===== config.mk =====
export PLATFORM = sky130hd
export DESIGN_NAME = iolcs_sequencer
export DESIGN_NICKNAME = d
export VERILOG_FILES = /design/src/iolcs_pkg.sv /design/src/iolcs_sequencer.sv
export SDC_FILE = /design/constraint.sdc
export NUM_CORES = 1
export LEC_CHECK = 0
export BUFFER_PORTS_ARGS = -buffer_cell sky130_fd_sc_hd__buf_2
export CAP_MARGIN = 40
export CORE_MARGIN = 2
export CORE_UTILIZATION = 50
export DETAILED_ROUTE_END_ITERATION = 16
export PLACE_DENSITY = 0.8
export SLEW_MARGIN = 20
export SYNTH_ARGS = -nofsm -noshare
export SYNTH_HDL_FRONTEND = slang
export SYNTH_SLANG_ARGS = --single-unit

===== constraint.sdc =====
create_clock -name clock -period 6.25 [get_ports clock]
set_input_delay 0.625 -clock clock [delete_from_list [all_inputs] [get_ports clock]]
set_output_delay 0.625 -clock clock [all_outputs]
set_load 0.02 [all_outputs]

===== src/iolcs_pkg.sv =====
// constants for the i/o link connection sequencer
package iolcs_pkg;
  // ----------------------------------------------------------------
  // link word layout
  // ----------------------------------------------------------------
  localparam int LINK_DATA_W = 16;
  localparam int LINK_WORD_W = 17;
  localparam int RET_W       = 4;
  localparam int PAR_BIT     = 16;
  // ----------------------------------------------------------------
  // internal word 4 fields
  // ----------------------------------------------------------------
  localparam int W4_PORT_LSB = 16;
  localparam int W4_PORT_W   = 4;
  localparam int W4_BCC_BIT  = 15;
  localparam int W4_LEM_BIT  = 14;
  localparam int W4_BASE_LSB = 4;
  localparam int W4_ADPT_LSB = 0;
  localparam int W4_W        = 20;
  // ----------------------------------------------------------------
  // control block word offsets and widths
  // ----------------------------------------------------------------
  localparam int MEM_AW      = 24;
  localparam int MEM_DW      = 48;
  localparam logic [MEM_AW-1:0] CB_ADDR_WORD = 24'h000001;
  localparam logic [MEM_AW-1:0] CB_CMD_PTR   = 24'h000004;
  localparam int HOST_W      = 8;
  // ----------------------------------------------------------------
  // register map (byte offsets)
  // ----------------------------------------------------------------
  localparam int REG_AW = 8;
  localparam logic [REG_AW-1:0] REG_STATUS   = 8'h00;
  localparam logic [REG_AW-1:0] REG_DESC_LEN = 8'h04;
  localparam logic [REG_AW-1:0] REG_HOST_ID  = 8'h08;
  localparam logic [REG_AW-1:0] REG_PORT_EN  = 8'h0C;
  localparam logic [REG_AW-1:0] REG_WORD4    = 8'h10;
  localparam logic [REG_AW-1:0] REG_LINK_IN  = 8'h14;
  localparam int ST_DONE_BIT = 0;
  localparam int ST_ERR_BIT  = 1;
  localparam int ST_BUSY_BIT = 2;
  // ----------------------------------------------------------------
  // reset values
  // ----------------------------------------------------------------
  localparam logic [7:0]  DESC_LEN_RST = 8'h01;
  localparam logic [7:0]  HOST_ID_RST  = 8'h00;
  localparam logic [7:0]  PORT_EN_RST  = 8'hFF;
  // ----------------------------------------------------------------
  // sequencer states
  // ----------------------------------------------------------------
  typedef enum logic [3:0] {
    IOLCS_IDLE    = 4'h0,
    IOLCS_RD_W1   = 4'h1,
    IOLCS_RD_W4   = 4'h2,
    IOLCS_BUILD   = 4'h3,
    IOLCS_RD_DESC = 4'h4,
    IOLCS_STROBE  = 4'h5,
    IOLCS_RELEASE = 4'h6,
    IOLCS_NEXT    = 4'h7
  } iolcs_state_e;
  // word kinds in a connection sequence, in send order
  typedef enum logic [2:0] {
    IOLCS_W_ADDR  = 3'h0,
    IOLCS_W_DESC  = 3'h1,
    IOLCS_W_LPW1  = 3'h2,
    IOLCS_W_LINK1 = 3'h3,
    IOLCS_W_LINK2 = 3'h4,
    IOLCS_W_LPW2  = 3'h5
  } iolcs_word_e;
endpackage


===== src/iolcs_sequencer.sv =====
// connection sequencer of the host link processor
//
// What this block does
// - words are 16 data bits plus odd parity
// - each side owns one strobe line
// - two sync lines between both sides
// - sequence sends at least six control words
// - first word is the address word
// - block parity word follows descriptor words
// - then two descriptor link words
// - final parity over the preceding three words
// - start-i/o operator with control block address starts
// - port from word 4 bits 19..16
// - address word holds card and expansion bits
// - address word holds base and adapter ids
// - parity bit makes ones count odd
// - descriptors fetched via command pointer, 16-bit words
// - first parity covers only descriptor words
// - link words built from words 7 and A
// - link word 1: host byte then address byte
// - one to eight link ports
// - each cable addresses up to sixteen bases
// - parity word ends every burst
//
// The implementer's own choices: the register offsets and strobed register access.
`timescale 1ns/1ps
module iolcs_sequencer #(
  parameter int NPORT = 8
) (
  input  wire logic                                  clock,
  input  wire logic                                  reset_n,
  // start-i/o operator
  input  wire logic                                  start_io,
  input  wire logic [iolcs_pkg::MEM_AW-1:0]          start_cb_addr,
  output logic                                       start_busy,
  // system memory read port
  output logic                                       mem_rd_req,
  output logic [iolcs_pkg::MEM_AW-1:0]               mem_rd_addr,
  input  wire logic                                  mem_rd_ack,
  input  wire logic [iolcs_pkg::MEM_DW-1:0]          mem_rd_data,
  // register port
  input  wire logic [iolcs_pkg::REG_AW-1:0]          reg_addr,
  input  wire logic [31:0]                           reg_wdata,
  input  wire logic                                  reg_wr,
  input  wire logic                                  reg_rd,
  output logic [31:0]                                reg_rdata,
  // link cables, one slice per port
  output logic [NPORT*iolcs_pkg::LINK_WORD_W-1:0]    link_data_o,
  output logic [NPORT-1:0]                           link_data_oe,
  input  wire logic [NPORT*iolcs_pkg::LINK_WORD_W-1:0] link_data_i,
  input  wire logic [NPORT*iolcs_pkg::RET_W-1:0]     link_ret_i,
  output logic [NPORT-1:0]                           link_host_strobe,
  input  wire logic [NPORT-1:0]                      link_peer_strobe,
  output logic [NPORT-1:0]                           link_sync_o,
  input  wire logic [NPORT-1:0]                      link_sync_i
);
  import iolcs_pkg::*;

  localparam int PW = (NPORT > 1) ? $clog2(NPORT) : 1;
  localparam int LW = LINK_WORD_W;

  iolcs_state_e state_r;
  iolcs_word_e  kind_r;
  logic [W4_W-1:0]        word4_r;
  logic [MEM_AW-1:0]      word7_r;
  logic [HOST_W-1:0]      worda_r;
  logic [MEM_AW-1:0]      cmd_ptr_r;
  logic [7:0]             desc_cnt_r;
  logic [7:0]             desc_len_r;
  logic [7:0]             port_en_r;
  logic [LINK_DATA_W-1:0] data_nxt;
  logic [LINK_DATA_W-1:0] lpw_r;
  logic [LINK_WORD_W-1:0] out_r;
  logic                   drive_r;
  logic                   strobe_r;
  logic [W4_PORT_W-1:0]   port_r;
  logic                   done_r;
  logic                   err_r;
  logic [NPORT-1:0]       peer_s1_r;
  logic [NPORT-1:0]       peer_s2_r;
  logic [NPORT-1:0]       sync_s1_r;
  logic [NPORT-1:0]       sync_s2_r;
  logic [NPORT*RET_W-1:0] ret_s1_r;
  logic [NPORT*RET_W-1:0] ret_s2_r;
  logic [NPORT*LW-1:0]    din_s1_r;
  logic [NPORT*LW-1:0]    din_s2_r;
  logic [LW-1:0]          rx_word_r;
  logic [RET_W-1:0]       ret_sel;
  logic                   peer_sel;
  logic                   sync_sel;
  logic [PW-1:0]          psel;
  logic                   port_ok;
  logic                   done_clr;
  logic                   err_clr;

  // ----------------------------------------------------------------
  // pin synchronisers
  // ----------------------------------------------------------------
  always_ff @(posedge clock) begin
    if (!reset_n) begin
      peer_s1_r <= '0;
      peer_s2_r <= '0;
      sync_s1_r <= '0;
      sync_s2_r <= '0;
      ret_s1_r  <= '0;
      ret_s2_r  <= '0;
      din_s1_r  <= '0;
      din_s2_r  <= '0;
    end else begin
      peer_s1_r <= link_peer_strobe;
      peer_s2_r <= peer_s1_r;
      sync_s1_r <= link_sync_i;
      sync_s2_r <= sync_s1_r;
      ret_s1_r  <= link_ret_i;
      ret_s2_r  <= ret_s1_r;
      din_s1_r  <= link_data_i;
      din_s2_r  <= din_s1_r;
    end
  end

  assign psel     = port_r[PW-1:0];
  assign peer_sel = peer_s2_r[psel];
  assign sync_sel = sync_s2_r[psel];
  assign ret_sel  = ret_s2_r[psel*RET_W +: RET_W];

  // port chosen must exist and be enabled
  assign port_ok = ({1'b0, mem_rd_data[W4_PORT_LSB +: W4_PORT_W]} < 5'(NPORT))
                 && port_en_r[mem_rd_data[W4_PORT_LSB +: 3]];

  // ----------------------------------------------------------------
  // per-port cable drivers
  // ----------------------------------------------------------------
  genvar gp;
  generate
    for (gp = 0; gp < NPORT; gp++) begin : g_port
      assign link_data_o[gp*LW +: LW] = (drive_r && psel == PW'(gp)) ? out_r : '0;
      assign link_data_oe[gp]     = drive_r && psel == PW'(gp);
      assign link_host_strobe[gp] = strobe_r && psel == PW'(gp);
      assign link_sync_o[gp]      = drive_r && psel == PW'(gp);
    end
  endgenerate

  // ----------------------------------------------------------------
  // next link word
  // ----------------------------------------------------------------
  always_comb begin
    data_nxt = '0;
    unique case (kind_r)
      IOLCS_W_ADDR: begin
        data_nxt[15] = word4_r[W4_BCC_BIT];
        data_nxt[14] = word4_r[W4_LEM_BIT];
        data_nxt[7:4] = word4_r[W4_BASE_LSB +: 4];
        data_nxt[3:0] = word4_r[W4_ADPT_LSB +: 4];
      end
      IOLCS_W_DESC:  data_nxt = mem_rd_data[LINK_DATA_W-1:0];
      IOLCS_W_LPW1:  data_nxt = lpw_r;
      IOLCS_W_LINK1: data_nxt = {worda_r, word7_r[23:16]};
      IOLCS_W_LINK2: data_nxt = word7_r[15:0];
      IOLCS_W_LPW2:  data_nxt = lpw_r;
      default:       data_nxt = '0;
    endcase
  end

  // ----------------------------------------------------------------
  // sequencer
  // ----------------------------------------------------------------
  always_ff @(posedge clock) begin
    if (!reset_n) begin
      state_r    <= IOLCS_IDLE;
      kind_r     <= IOLCS_W_ADDR;
      word4_r    <= '0;
      word7_r    <= '0;
      cmd_ptr_r  <= '0;
      desc_cnt_r <= '0;
      lpw_r      <= '0;
      out_r      <= '0;
      drive_r    <= 1'b0;
      port_r     <= '0;
    end else begin
      unique case (state_r)
        IOLCS_IDLE: begin
          if (start_io) begin
            word7_r <= start_cb_addr;
            state_r <= IOLCS_RD_W1;
          end
        end
        IOLCS_RD_W1: begin
          if (mem_rd_ack) begin
            word4_r <= mem_rd_data[W4_W-1:0];
            port_r  <= mem_rd_data[W4_PORT_LSB +: W4_PORT_W];
            state_r <= port_ok ? IOLCS_RD_W4 : IOLCS_IDLE;
          end
        end
        IOLCS_RD_W4: begin
          if (mem_rd_ack) begin
            cmd_ptr_r  <= mem_rd_data[MEM_AW-1:0];
            desc_cnt_r <= '0;
            kind_r     <= IOLCS_W_ADDR;
            state_r    <= IOLCS_BUILD;
          end
        end
        IOLCS_RD_DESC: begin
          if (mem_rd_ack) begin
            lpw_r   <= lpw_r ^ data_nxt;
            out_r   <= {~^data_nxt, data_nxt};
            drive_r <= 1'b1;
            state_r <= IOLCS_STROBE;
          end
        end
        IOLCS_BUILD: begin
          if (kind_r == IOLCS_W_DESC) begin
            state_r <= IOLCS_RD_DESC;
          end else begin
            out_r   <= {~^data_nxt, data_nxt};
            drive_r <= 1'b1;
            state_r <= IOLCS_STROBE;
            if (kind_r == IOLCS_W_ADDR || kind_r == IOLCS_W_LPW1) begin
              lpw_r <= (kind_r == IOLCS_W_LPW1) ? data_nxt : '0;
            end else begin
              lpw_r <= lpw_r ^ data_nxt;
            end
          end
        end
        IOLCS_STROBE: begin
          // hold strobe until the peer answers with its own
          if (strobe_r && peer_sel) begin
            state_r <= IOLCS_RELEASE;
          end
        end
        IOLCS_RELEASE: begin
          if (!peer_sel) begin
            state_r <= IOLCS_NEXT;
          end
        end
        IOLCS_NEXT: begin
          state_r <= IOLCS_BUILD;
          unique case (kind_r)
            IOLCS_W_ADDR:  kind_r <= IOLCS_W_DESC;
            IOLCS_W_DESC: begin
              desc_cnt_r <= desc_cnt_r + 8'h01;
              if (desc_cnt_r + 8'h01 >= desc_len_r) begin
                kind_r <= IOLCS_W_LPW1;
              end
            end
            IOLCS_W_LPW1:  kind_r <= IOLCS_W_LINK1;
            IOLCS_W_LINK1: kind_r <= IOLCS_W_LINK2;
            IOLCS_W_LINK2: kind_r <= IOLCS_W_LPW2;
            IOLCS_W_LPW2: begin
              drive_r <= 1'b0;
              state_r <= IOLCS_IDLE;
            end
            default:       kind_r <= IOLCS_W_ADDR;
          endcase
        end
        default: state_r <= IOLCS_IDLE;
      endcase
    end
  end

  // ----------------------------------------------------------------
  // cable strobe and read-back
  // ----------------------------------------------------------------
  always_ff @(posedge clock) begin
    if (!reset_n) begin
      strobe_r <= 1'b0;
    end else begin
      strobe_r <= (state_r == IOLCS_STROBE) && !(strobe_r && peer_sel);
    end
  end

  always_ff @(posedge clock) begin
    if (!reset_n) begin
      rx_word_r <= '0;
    end else if (state_r == IOLCS_STROBE && strobe_r && peer_sel) begin
      rx_word_r <= din_s2_r[psel*LW +: LW];
    end
  end

  // memory read requests
  always_comb begin
    mem_rd_req  = 1'b0;
    mem_rd_addr = '0;
    unique case (state_r)
      IOLCS_RD_W1: begin
        mem_rd_req  = 1'b1;
        mem_rd_addr = word7_r + CB_ADDR_WORD;
      end
      IOLCS_RD_W4: begin
        mem_rd_req  = 1'b1;
        mem_rd_addr = word7_r + CB_CMD_PTR;
      end
      IOLCS_RD_DESC: begin
        mem_rd_req  = 1'b1;
        mem_rd_addr = cmd_ptr_r + {16'h0000, desc_cnt_r};
      end
      default: begin
        mem_rd_req  = 1'b0;
        mem_rd_addr = '0;
      end
    endcase
  end

  assign start_busy = (state_r != IOLCS_IDLE);

  // ----------------------------------------------------------------
  // status flags: hardware set wins over software clear
  // ----------------------------------------------------------------
  assign done_clr = reg_wr && reg_addr == REG_STATUS && reg_wdata[ST_DONE_BIT];
  assign err_clr  = reg_wr && reg_addr == REG_STATUS && reg_wdata[ST_ERR_BIT];

  always_ff @(posedge clock) begin
    if (!reset_n) begin
      done_r <= 1'b0;
    end else if (state_r == IOLCS_NEXT && kind_r == IOLCS_W_LPW2) begin
      done_r <= 1'b1;
    end else if (done_clr) begin
      done_r <= 1'b0;
    end
  end

  always_ff @(posedge clock) begin
    if (!reset_n) begin
      err_r <= 1'b0;
    end else if (state_r == IOLCS_RD_W1 && mem_rd_ack && !port_ok) begin
      err_r <= 1'b1;
    end else if (err_clr) begin
      err_r <= 1'b0;
    end
  end

  // ----------------------------------------------------------------
  // software registers
  // ----------------------------------------------------------------
  always_ff @(posedge clock) begin
    if (!reset_n) begin
      desc_len_r <= DESC_LEN_RST;
      worda_r    <= HOST_ID_RST;
      port_en_r  <= PORT_EN_RST;
    end else if (reg_wr) begin
      if (reg_addr == REG_DESC_LEN && reg_wdata[7:0] != 8'h00) begin
        desc_len_r <= reg_wdata[7:0];
      end
      if (reg_addr == REG_HOST_ID) begin
        worda_r <= reg_wdata[HOST_W-1:0];
      end
      if (reg_addr == REG_PORT_EN) begin
        port_en_r <= reg_wdata[7:0];
      end
    end
  end

  always_ff @(posedge clock) begin
    if (!reset_n) begin
      reg_rdata <= '0;
    end else if (reg_rd) begin
      unique case (reg_addr)
        REG_STATUS:   reg_rdata <= {20'h00000, sync_sel, port_r, state_r,
                                    start_busy, err_r, done_r};
        REG_DESC_LEN: reg_rdata <= {24'h000000, desc_len_r};
        REG_HOST_ID:  reg_rdata <= {24'h000000, worda_r};
        REG_PORT_EN:  reg_rdata <= {24'h000000, port_en_r};
        REG_WORD4:    reg_rdata <= {12'h000, word4_r};
        REG_LINK_IN:  reg_rdata <= {11'h000, ret_sel, rx_word_r};
        default:      reg_rdata <= '0;
      endcase
    end else begin
      reg_rdata <= '0;
    end
  end

endmodule


; Word level (Yosys, flattened, before mapping)
; Cells that the tools add are included.
[word_totals]
wordCells = 183
reg_bits = 565
out_inout_bits = 218
in_bits = 302
[op_classes]
bitwise_logic = 1
multipliers = 1
n_eq_ne = 35
reduce_logical = 57
mux = 53
n_shift = 2
magnitude_cmp = 4
n_addsub = 4
[op_table]
columns = op, n
row1 = 17-bit 2-to-1 mux, 10
row2 = 136-bit by 9-bit variable part select with 17-bit output, 1
row3 = 21-bit case mux with 6 select lines, 1
row4 = 24-bit case mux with 3 select lines, 1
row5 = 16-bit 2-to-1 mux, 4
row6 = 8-bit case mux with 5 select lines, 1
row7 = 17-bit case mux with 2 select lines, 1
row8 = 16-bit case mux with 2 select lines, 1
row9 = 4-bit case mux with 8 select lines, 1
row10 = 32-bit by 6-bit variable part select with 4-bit output, 1
row11 = 1-bit logical AND, 28
row12 = "24-bit by 1-bit adder with 24-bit output, second input constant", 1
row13 = "24-bit by 3-bit adder with 24-bit output, second input constant", 1
row14 = 24-bit by 8-bit adder with 24-bit output, 1
row15 = 4-bit 2-to-1 mux, 6
row16 = 6-bit case mux with 4 select lines, 1
row17 = "3-bit == test, second input constant", 6
row18 = "2-bit inequality test, second input constant", 9
row19 = 3-bit case mux with 6 select lines, 1
row20 = "4-bit by 3-bit == test with 1-bit output, second input constant", 4
row21 = "8-bit by 4-bit == test with 1-bit output, second input constant", 2
row22 = "8-bit by 5-bit == test with 1-bit output, second input constant", 2
row23 = 8-bit 2-to-1 mux, 2
row24 = 8-bit case mux with 2 select lines, 1
row25 = other kinds (36), 70

; Depth between registers and ports, before layout
; Gate-level depths: netlist of the first run.
[depth]
word_depth = 7
ltp_mapped = 12

; Worst setup path before layout of the first run
; OpenSTA, ideal clock, no wires.
[synth_path]
path_kind = flip-flop to output port
startpoint = register desc_cnt_r[0]
endpoint = output port mem_rd_addr[20] in the netlist's numbering
slack_ns = 2.815
stages_incl_launch_ff = 12
n_path_buf = 0
t_arrival_ns = 2.810
path_cell_list = dfxtp_1 > ha_1 > fa_1 > a21o_1 > a21oi_1 > o21bai_1 > a21oi_1 > o21bai_1 > a21oi_1 > nor4_1 > xnor2_1 > o21ai_0
[synth_via]
elab_chain_cells = 2
[synth_rtl]
columns = item, line_no
row1 = "start, declared", iolcs_sequencer.sv:68  ; logic [7:0] desc_cnt_r;
row2 = "start signal, assigned", iolcs_sequencer.sv:240  ; desc_cnt_r <= desc_cnt_r + 8'h01;
row3 = 24-bit by 8-bit adder with 24-bit output, iolcs_sequencer.sv:294  ; mem_rd_addr = cmd_ptr_r + {16'h0000, desc_cnt_r};
row4 = 24-bit case mux with 3 select lines, iolcs_sequencer.sv:283  ; unique case (state_r)
row5 = "end, declared", iolcs_sequencer.sv:38  ; output logic [iolcs_pkg::MEM_AW-1:0] mem_rd_addr,
; No other way between the ends.

; Final worst setup path of the first run
[layout_path]
startpoint = register desc_cnt_r[0]
endpoint = output port mem_rd_addr[16] in the netlist's numbering
; The elaborated chain is that of the path after synthesis.

==> run_summary.xml, run 1 <==
<?xml version="1.0" encoding="UTF-8"?>
<metrics>
  <group name="synth">
    <metric name="yosys_most_used_dff" unit="">sky130_fd_sc_hd__dfxtp_1</metric>
    <metric name="post_synthesis_async_set_or_reset_flop_share" unit="">0</metric>
    <metric name="post_synth_and_or_nand_nor_area_fraction" unit="">0.248</metric>
    <metric name="synth_top_family_by_area" unit="">simple AND/OR/NAND/NOR gates</metric>
    <metric name="ys_types" unit="">67</metric>
    <metric name="post_synth_edffs" unit="">0</metric>
    <metric name="synth_area_per_cell" unit="sq um">9.69</metric>
    <metric name="synth_area" unit="sq um">22400</metric>
    <metric name="synth-warning-count" unit="">0</metric>
    <metric name="post_synth_fa_ha_maj_area_fraction" unit="">0.0115</metric>
    <metric name="share_of_the_synthesized_area_in_compound_gates_ao_oa_aoi_oai" unit="">0.105</metric>
    <metric name="synth_xor_area_frac" unit="">0.0184</metric>
    <metric name="synth_cells" unit="">2315</metric>
    <metric name="synth.yosys.seq_area_share" unit="">0.490</metric>
    <metric name="ffs_latches_synth" unit="">549</metric>
    <metric name="post_synth_mux_area_share" unit="">0.0896</metric>
  </group>
  <group name="global_routing">
    <metric name="grt_start_max_net_pins" unit="">262</metric>
    <metric name="grt_first_pass_wirelength" unit="um">95600</metric>
    <metric name="first_global_vias" unit="">17400</metric>
    <metric name="track_usage" unit="">0.263</metric>
    <metric name="initial_antenna_violation_count" unit="">5</metric>
    <metric name="grt_residual_overflow" unit="">0</metric>
  </group>
  <group name="clock_network">
    <metric name="clock_tree.root_cell" unit="">sky130_fd_sc_hd__clkbuf_16</metric>
    <metric name="clock_sink_count" unit="">549</metric>
    <metric name="cts.repair_timing.setup_buffer_count" unit="">0</metric>
    <metric name="cts_tree" unit="">built</metric>
    <metric name="cts_buf_count" unit="">52</metric>
    <metric name="clk_path_buf_depth" unit="">3</metric>
    <metric name="hold_buffers" unit="">0</metric>
    <metric name="post_cts.resized_instances" unit="">0</metric>
    <metric name="clk_latency" unit="ns">0.61</metric>
    <metric name="cts.clk_slew.worst_paths" unit="ns">0.06</metric>
    <metric name="cts_htree_levels" unit="">2</metric>
  </group>
  <group name="timing">
    <metric name="min_period" unit="ns">4.45</metric>
    <metric name="finalSetupTns" unit="ns">0</metric>
    <metric name="clock-skew-final" unit="ns">0.0175</metric>
    <metric name="timing.slew.headroom" unit="">0.425</metric>
    <metric name="fmax" unit="MHz">225</metric>
    <metric name="worst-slew-pin-transition" unit="ns">0.860</metric>
    <metric name="finalSetupViolCount" unit="">0</metric>
    <metric name="final-max-slew-violation-count" unit="">0</metric>
    <metric name="finalCritPeriodShare" unit="">0.711</metric>
    <metric name="rsz0062_at_grt" unit="">false</metric>
    <metric name="hold_violations" unit="">0</metric>
  </group>
  <group name="place">
    <metric name="placedCellCount" unit="">3234</metric>
    <metric name="detailed_place.area" unit="sq um">25000</metric>
    <metric name="post-dp-hpwl" unit="um">45500</metric>
    <metric name="buffer_ports.inserted" unit="">460</metric>
    <metric name="place_congestion" unit="">0.945</metric>
  </group>
  <group name="floorplanning">
    <metric name="die_width" unit="um">216</metric>
    <metric name="die_area" unit="sq um">46600</metric>
    <metric name="ioPinCount" unit="">520</metric>
    <metric name="row_count" unit="">77</metric>
    <metric name="placeableCoreArea" unit="sq um">44200</metric>
    <metric name="fp.dieH" unit="um">216</metric>
    <metric name="floorplan.initialDensity" unit="">0.507</metric>
  </group>
  <group name="power">
    <metric name="p_int" unit="W">0.00588</metric>
    <metric name="clock_power_share" unit="">0.446</metric>
    <metric name="static-leakage-power" unit="nW">11.5</metric>
    <metric name="power_frac_seq" unit="">0.486</metric>
    <metric name="combinationalPowerShare" unit="">0.068</metric>
    <metric name="maximum_resistive_drop_on_vdd" unit="mV">0.251</metric>
    <metric name="netSwitchingPower" unit="W">0.00174</metric>
    <metric name="power.switching_fraction" unit="">0.228</metric>
    <metric name="power_density" unit="nW/um^2">283</metric>
  </group>
  <group name="layout">
    <metric name="synth_to_final_area_change" unit="%">20.2</metric>
    <metric name="finalInstanceArea" unit="sq um">27000</metric>
    <metric name="final_net_count" unit="">3023</metric>
    <metric name="layout.core_utilization" unit="">0.610</metric>
    <metric name="post_route_cells_drive_above_1_share" unit="">0.237</metric>
    <metric name="number_of_fillers_in_the_final_layout" unit="">3598</metric>
    <metric name="layout.cells.non_filler" unit="">3338</metric>
  </group>
  <group name="worst_setup_path">
    <metric name="cp_top_delay_family" unit="">compound AO/OA/AOI/OAI gates</metric>
    <metric name="endpoint_kind" unit="">output pin</metric>
    <metric name="crit_buf_inv" unit="">1</metric>
    <metric name="worstPathMaxFanout" unit="">8</metric>
    <metric name="critPathKind" unit="">reg2out</metric>
    <metric name="crit_required" unit="ns">5.62</metric>
    <metric name="cp_slowest_stage_delay" unit="ns">0.66</metric>
    <metric name="path_cells" unit="">ha_1, fa_1, a21o_1, a21oi_1, o21bai_1, a21oi_1, o21bai_1, a21oi_1, nor2_1, xnor2_1, o22ai_1, buf_2</metric>
    <metric name="arrival" unit="ns">3.82</metric>
    <metric name="critical_path.startpoint_type" unit="">register</metric>
    <metric name="critical_path.most_common_cell" unit="">sky130_fd_sc_hd__a21oi_1</metric>
    <metric name="critical_path.slowest_cell" unit="">sky130_fd_sc_hd__a21oi_1</metric>
  </group>
  <group name="drt">
    <metric name="wire_per_inst" unit="um">18.7</metric>
    <metric name="wirelength" unit="um">62500</metric>
    <metric name="drtIter0Drc" unit="">1181</metric>
    <metric name="drc_errors" unit="">0</metric>
    <metric name="drt_first_pass_iters" unit="">5</metric>
    <metric name="detail_route.vias_per_cell" unit="">5.23</metric>
    <metric name="route.vias.total" unit="">17500</metric>
    <metric name="ant_nets" unit="">0</metric>
  </group>
  <group name="run">
    <metric name="cap_viol_max_count" unit="">0</metric>
  </group>
  <group name="status">
    <metric name="outcome" unit="">finished, final reports clean</metric>
  </group>
  <group name="worst_hold_path">
    <metric name="worstHoldPathType" unit="">in2reg</metric>
  </group>
</metrics>
[flip-flops by register name, indices dropped and copies added (netlist names), 8 cells and up]
register    count
ret_s1_r       32
peer_s2_r       8
rx_word_r      17
port_en_r       8
ret_s2_r       32
peer_s1_r       8
lpw_r          16
reg_rdata      21
din_s1_r      136
desc_len_r      8
sync_s2_r       8
worda_r         8
word4_r        20
cmd_ptr_r      24
sync_s1_r       8
out_r          17
din_s2_r      136
desc_cnt_r      8
word7_r        24
[cells in the final DEF (no fill, tap or decap), types with 7 or more instances in the layout]
cell type	Yosys	routed
sky130_fd_sc_hd__and3_1	11	11
sky130_fd_sc_hd__xnor2_1	35	35
sky130_fd_sc_hd__clkbuf_1	125	14
sky130_fd_sc_hd__nand2_1	262	262
sky130_fd_sc_hd__nor2b_1	28	28
sky130_fd_sc_hd__conb_1	1	11
sky130_fd_sc_hd__a21boi_0	106	106
sky130_fd_sc_hd__buf_4	19	21
sky130_fd_sc_hd__nor2_1	86	86
sky130_fd_sc_hd__inv_1	20	20
sky130_fd_sc_hd__and2_1	516	516
sky130_fd_sc_hd__a21oi_1	45	45
sky130_fd_sc_hd__xor2_1	12	12
sky130_fd_sc_hd__mux2_2	12	12
sky130_fd_sc_hd__a22oi_1	7	7
sky130_fd_sc_hd__dfxtp_1	549	545
sky130_fd_sc_hd__clkbuf_16	0	52
sky130_fd_sc_hd__nand4_1	12	12
sky130_fd_sc_hd__bufinv_16	0	9
sky130_fd_sc_hd__nand3_1	59	59
sky130_fd_sc_hd__ha_1	19	19
sky130_fd_sc_hd__mux4_2	51	51
sky130_fd_sc_hd__o31a_1	9	9
sky130_fd_sc_hd__nand2b_1	18	18
sky130_fd_sc_hd__nand3b_1	8	8
sky130_fd_sc_hd__nor3_1	12	12
sky130_fd_sc_hd__clkbuf_8	0	7
sky130_fd_sc_hd__o21ai_0	73	73
sky130_fd_sc_hd__o211ai_1	9	9
sky130_fd_sc_hd__o22ai_1	16	16
sky130_fd_sc_hd__o211a_1	17	17
sky130_fd_sc_hd__mux2i_1	71	71
sky130_fd_sc_hd__buf_2	12	459
[metal layers]
metal / vias to the layer above / global-route usage / share of wire
li1: 8486 / - / -
met1: 8128 / 0.300 / 0.38
met2: 699 / 0.479 / 0.51
met3: 151 / 0.0436 / 0.065
met4: 6 / 0.121 / 0.045
met5: - / 0 / 0.00075
[final timing paths]
| path | start | to | slack [ns] | depth (start not counted) |
|---|---|---|---|---|
| min reg2reg | din_s1_r[12] | din_s2_r[12] | 0.43 | 1 |
| max reg2reg | state_r[1] | lpw_r[7] | 3.36 | 7 |
| min | link_ret_i[2] | ret_s1_r[2] | 0.22 | 2 |
| max | desc_cnt_r[0] | mem_rd_addr[16] | 1.80 | 12 |
[Yosys cell counts, types with 7 or more instances]
cell type	instances	area [sq um]
sky130_fd_sc_hd__dfxtp_1	549	11000
sky130_fd_sc_hd__and2_1	516	3230
sky130_fd_sc_hd__nand2_1	262	983
sky130_fd_sc_hd__clkbuf_1	125	469
sky130_fd_sc_hd__a21boi_0	106	796
sky130_fd_sc_hd__nor2_1	86	323
sky130_fd_sc_hd__o21ai_0	73	365
sky130_fd_sc_hd__mux2i_1	71	711
sky130_fd_sc_hd__nand3_1	59	295
sky130_fd_sc_hd__mux4_2	51	1150
sky130_fd_sc_hd__a21oi_1	45	225
sky130_fd_sc_hd__xnor2_1	35	307
sky130_fd_sc_hd__nor2b_1	28	175
sky130_fd_sc_hd__inv_1	20	75.1
sky130_fd_sc_hd__buf_4	19	143
sky130_fd_sc_hd__ha_1	19	238
sky130_fd_sc_hd__nand2b_1	18	113
sky130_fd_sc_hd__o211a_1	17	170
sky130_fd_sc_hd__o22ai_1	16	100
sky130_fd_sc_hd__buf_2	12	60.1
sky130_fd_sc_hd__mux2_2	12	135
sky130_fd_sc_hd__nand4_1	12	75.1
sky130_fd_sc_hd__nor3_1	12	60.1
sky130_fd_sc_hd__xor2_1	12	105
sky130_fd_sc_hd__and3_1	11	68.8
sky130_fd_sc_hd__o211ai_1	9	67.6
sky130_fd_sc_hd__o31a_1	9	78.8
sky130_fd_sc_hd__nand3b_1	8	60.1
sky130_fd_sc_hd__a22oi_1	7	52.6
[cell families after synthesis]
kind of cell | Yosys count
compound gates | 338
mux | 135
fa+ha+maj | 20
xor+xnor | 47
flops | 549
buf+inv | 189
simple gates | 1036
other cells | 1
[through the flow]
step           setup WS, ns  total power [W]  hold WS [ns]
2_1_floorplan          2.82          0.00408         0.412
3_3_place_gp           2.51          0.00427         0.415
3_5_place_dp           2.53          0.00429         0.418
4_1_cts                1.86          0.00767         0.190
5_1_grt                1.51          0.00788         0.202
6_report               1.80          0.00762         0.220
[area by class of cell]
cell class / instances / area, sq um / share of cell area
antenna: 2 / 5.00 / 0.000186
clock buffer: 73 / 1450 / 0.0538
clock inverter: 24 / 418 / 0.0155
inverter: 21 / 78.8 / 0.00292
multi-input combinational: 1587 / 10600 / 0.394
sequential: 549 / 11000 / 0.408
tap: 592 / 741 / 0.0275
timing repair buffer: 490 / 2640 / 0.0978
[power by group through the flow]
stage               Clock (W)  Sequential, W  Combinational, W
global placement            0        0.00378          0.000496
detailed placement          0        0.00378          0.000511
finish                0.00340        0.00371          0.000518
floorplan                   0        0.00374          0.000333
global route          0.00360        0.00372          0.000564
CTS                   0.00345        0.00371          0.000515
(Power assumes the default switching activity.)
==> inputs of run 2 (changes only) <==
--- a/config.mk
+++ b/config.mk
@@ -8,9 +8,9 @@
 export BUFFER_PORTS_ARGS = -buffer_cell sky130_fd_sc_hd__buf_2
 export CAP_MARGIN = 40
 export CORE_MARGIN = 2
-export CORE_UTILIZATION = 50
+export CORE_UTILIZATION = 49
 export DETAILED_ROUTE_END_ITERATION = 16
-export PLACE_DENSITY = 0.8
+export PLACE_DENSITY = 0.82
 export SLEW_MARGIN = 20
 export SYNTH_ARGS = -nofsm -noshare
 export SYNTH_HDL_FRONTEND = slang
==> constraint.sdc (replaced) <==
create_clock -name clock -period 3.62 [get_ports clock]
set_input_delay 0.362 -clock clock [delete_from_list [all_inputs] [get_ports clock]]
set_output_delay 0.362 -clock clock [all_outputs]
set_load 0.02 [all_outputs]
==> run_summary.xml, run 2 (synthesis results as in run 1) <==
<?xml version="1.0" encoding="UTF-8"?>
<metrics>
  <group name="worst_setup_path">
    <metric name="crit_required" unit="ns">3.26</metric>
    <metric name="path_cells" unit="">ha_1, a21oi_2, o21bai_1, a21oi_2, o21ai_0, a21oi_1, buf_4, nor4b_1, xnor2_1, o21ai_0, buf_2</metric>
    <metric name="arrival" unit="ns">3.15</metric>
    <metric name="cp_slowest_stage_delay" unit="ns">0.37</metric>
    <metric name="cp_top_delay_family" unit="">compound AO/OA/AOI/OAI gates</metric>
    <metric name="endpoint_kind" unit="">output pin</metric>
    <metric name="critical_path.startpoint_type" unit="">register</metric>
    <metric name="critical_path.slowest_cell" unit="">sky130_fd_sc_hd__dfxtp_1</metric>
    <metric name="worstPathMaxFanout" unit="">8</metric>
    <metric name="critPathKind" unit="">reg2out</metric>
    <metric name="crit_buf_inv" unit="">2</metric>
  </group>
  <group name="drt">
    <metric name="wirelength" unit="um">73400</metric>
    <metric name="drtIter0Drc" unit="">1349</metric>
    <metric name="wl_met3" unit="um">4800</metric>
    <metric name="detail_route.vias_per_cell" unit="">5.32</metric>
    <metric name="highest-signal-layer" unit="">met5</metric>
    <metric name="ant_nets" unit="">0</metric>
    <metric name="dr_wl_met2" unit="um">37200</metric>
    <metric name="wire_per_inst" unit="um">20.6</metric>
    <metric name="route.vias.total" unit="">18900</metric>
    <metric name="drc_errors" unit="">0</metric>
    <metric name="met1_length" unit="um">27000</metric>
    <metric name="drt_first_pass_iters" unit="">6</metric>
  </group>
  <group name="timing">
    <metric name="finalSetupViolCount" unit="">0</metric>
    <metric name="fmax" unit="MHz">285</metric>
    <metric name="clock-skew-final" unit="ns">0.0273</metric>
    <metric name="setup_slack" unit="ns">0.106</metric>
    <metric name="hold_violations" unit="">0</metric>
    <metric name="rsz0062_at_grt" unit="">true</metric>
    <metric name="finalSetupTns" unit="ns">0</metric>
    <metric name="final-max-slew-violation-count" unit="">0</metric>
    <metric name="finalCritPeriodShare" unit="">0.971</metric>
    <metric name="min_period" unit="ns">3.51</metric>
    <metric name="worst-slew-pin-transition" unit="ns">0.817</metric>
    <metric name="timing.slew.headroom" unit="">0.455</metric>
  </group>
  <group name="power">
    <metric name="p_int" unit="W">0.0103</metric>
    <metric name="static-leakage-power" unit="nW">12.3</metric>
    <metric name="netSwitchingPower" unit="W">0.00325</metric>
    <metric name="clock_power_share" unit="">0.445</metric>
    <metric name="combinationalPowerShare" unit="">0.082</metric>
    <metric name="power_frac_seq" unit="">0.473</metric>
    <metric name="maximum_resistive_drop_on_vdd" unit="mV">0.473</metric>
    <metric name="power.switching_fraction" unit="">0.240</metric>
    <metric name="power_density" unit="nW/um^2">466</metric>
  </group>
  <group name="clock_network">
    <metric name="clock_sink_count" unit="">549</metric>
    <metric name="clock_tree.root_cell" unit="">sky130_fd_sc_hd__clkbuf_16</metric>
    <metric name="clk_path_buf_depth" unit="">3</metric>
    <metric name="cts_htree_levels" unit="">2</metric>
    <metric name="cts_buf_count" unit="">53</metric>
    <metric name="clk_latency" unit="ns">0.61</metric>
    <metric name="cts.clk_slew.worst_paths" unit="ns">0.06</metric>
    <metric name="cts_tree" unit="">built</metric>
  </group>
  <group name="floorplanning">
    <metric name="fp.dieH" unit="um">218</metric>
    <metric name="floorplan.initialDensity" unit="">0.495</metric>
    <metric name="row_count" unit="">78</metric>
    <metric name="ioPinCount" unit="">520</metric>
    <metric name="placeableCoreArea" unit="sq um">45300</metric>
    <metric name="die_area" unit="sq um">47500</metric>
    <metric name="die_width" unit="um">218</metric>
  </group>
  <group name="run">
    <metric name="cap_viol_max_count" unit="">0</metric>
  </group>
  <group name="worst_hold_path">
    <metric name="worstHoldPathType" unit="">in2reg</metric>
  </group>
  <group name="global_routing">
    <metric name="track_usage" unit="">0.303</metric>
    <metric name="grt_start_max_net_pins" unit="">277</metric>
    <metric name="first_global_vias" unit="">18900</metric>
    <metric name="initial_antenna_violation_count" unit="">8</metric>
    <metric name="grt_first_pass_wirelength" unit="um">110000</metric>
    <metric name="grt_residual_overflow" unit="">0</metric>
  </group>
  <group name="layout">
    <metric name="largest_registers" unit="">din_s1_r: 136 flops, din_s2_r: 136 flops</metric>
    <metric name="layout_commonest_cell" unit="">sky130_fd_sc_hd__dfxtp_1</metric>
    <metric name="synth_to_final_area_change" unit="%">29.5</metric>
    <metric name="post_route_cells_drive_above_1_share" unit="">0.231</metric>
    <metric name="layout.cells.most_common_list" unit="">sky130_fd_sc_hd__dfxtp_1, sky130_fd_sc_hd__and2_1, sky130_fd_sc_hd__buf_2</metric>
    <metric name="final_net_count" unit="">3231</metric>
    <metric name="number_of_fillers_in_the_final_layout" unit="">3400</metric>
  </group>
  <group name="status">
    <metric name="outcome" unit="">finished, final reports clean</metric>
  </group>
  <group name="place">
    <metric name="place_congestion" unit="">0.942</metric>
    <metric name="post-dp-hpwl" unit="um">45900</metric>
    <metric name="buffer_ports.inserted" unit="">460</metric>
    <metric name="dp_slack" unit="ns">0.536</metric>
  </group>
</metrics>
[run 2: changes by cell type in the layout (fill, tap and decap cells not counted), sizes merged]
cell | previous run | this run
buf | 489 | 502
bufinv | 9 | 8
clkbuf | 74 | 67
clkinv | 11 | 18
clkinvlp | 2 | 5
diode | 2 | 5
dlygate4sd3 | 0 | 195
inv | 23 | 22
[run 2: path summary, 6_finish.rpt]
kind,from,end,slack (ns),cells past startpoint
worst max-delay path,desc_cnt_r[2],mem_rd_addr[19],0.11,11
worst min register to register,din_s1_r[32],din_s2_r[32],0.42,1
worst max register to register,kind_r[1],out_r[16],1.00,10
worst min-delay path,start_cb_addr[13],word7_r[13],0.02,3
[run 2: per-layer routing]
metal / track usage / vias to the layer above
li1: - / 8918
met1: 0.336 / 8912
met2: 0.541 / 840
met3: 0.0548 / 237
met4: 0.174 / 6
met5: 0 / -
[run 2: power groups by stage]
| stage | sequential [W] | combinational (W) | clock [W] |
|---|---|---|---|
| after detailed placement | 0.00653 | 0.000892 | 0 |
| after global placement | 0.00652 | 0.000874 | 0 |
| after floorplan | 0.00646 | 0.000574 | 0 |
| after global routing | 0.00643 | 0.00118 | 0.00632 |
| final | 0.00641 | 0.00111 | 0.00603 |
| after CTS | 0.00640 | 0.00106 | 0.00601 |
[run 2: metrics by stage]
step / power (W) / std cells / cell area, sq um / hold WS (ns) / utilization
after global placement: 0.00739 / 3254 / 25100 / 0.416 / 0.554
after floorplan: 0.00704 / 2325 / 22500 / 0.412 / -
final: 0.0135 / 3558 / 29000 / 0.0200 / 0.641
after CTS: 0.0135 / 3550 / 29000 / 0.00198 / 0.640
after detailed placement: 0.00742 / 3256 / 25100 / 0.417 / 0.554
after global routing: 0.0139 / 3558 / 29000 / 0.0130 / 0.641
[run 2: tightest hold or removal path, delay by kind of cell]
kind                   cells  cell delay, ns
AOI/OAI and AO/OA          1            0.07
buffers and inverters      1            0.10
and+or+nand+nor            1            0.05
[run 2: cell type report]
class | instances | area, sq um | area share
Inverter | 21 | 78.8 | 0.00271
Sequential cell | 549 | 11000 | 0.379
Antenna cell | 5 | 12.5 | 0.000431
Tap cell | 600 | 751 | 0.0258
Clock buffer | 67 | 1460 | 0.0503
Multi-Input combinational cell | 1587 | 10700 | 0.367
Clock inverter | 32 | 458 | 0.0158
Timing Repair Buffer | 697 | 4620 | 0.159
[run 2: repair_timing]
action,CTS,global route
resized for setup,3,13
hold buffers,195,0
hold endpoints to repair,195,0
pin swaps,0,7
setup endpoints to repair,8,16
setup buffers,0,1
cloned,0,0
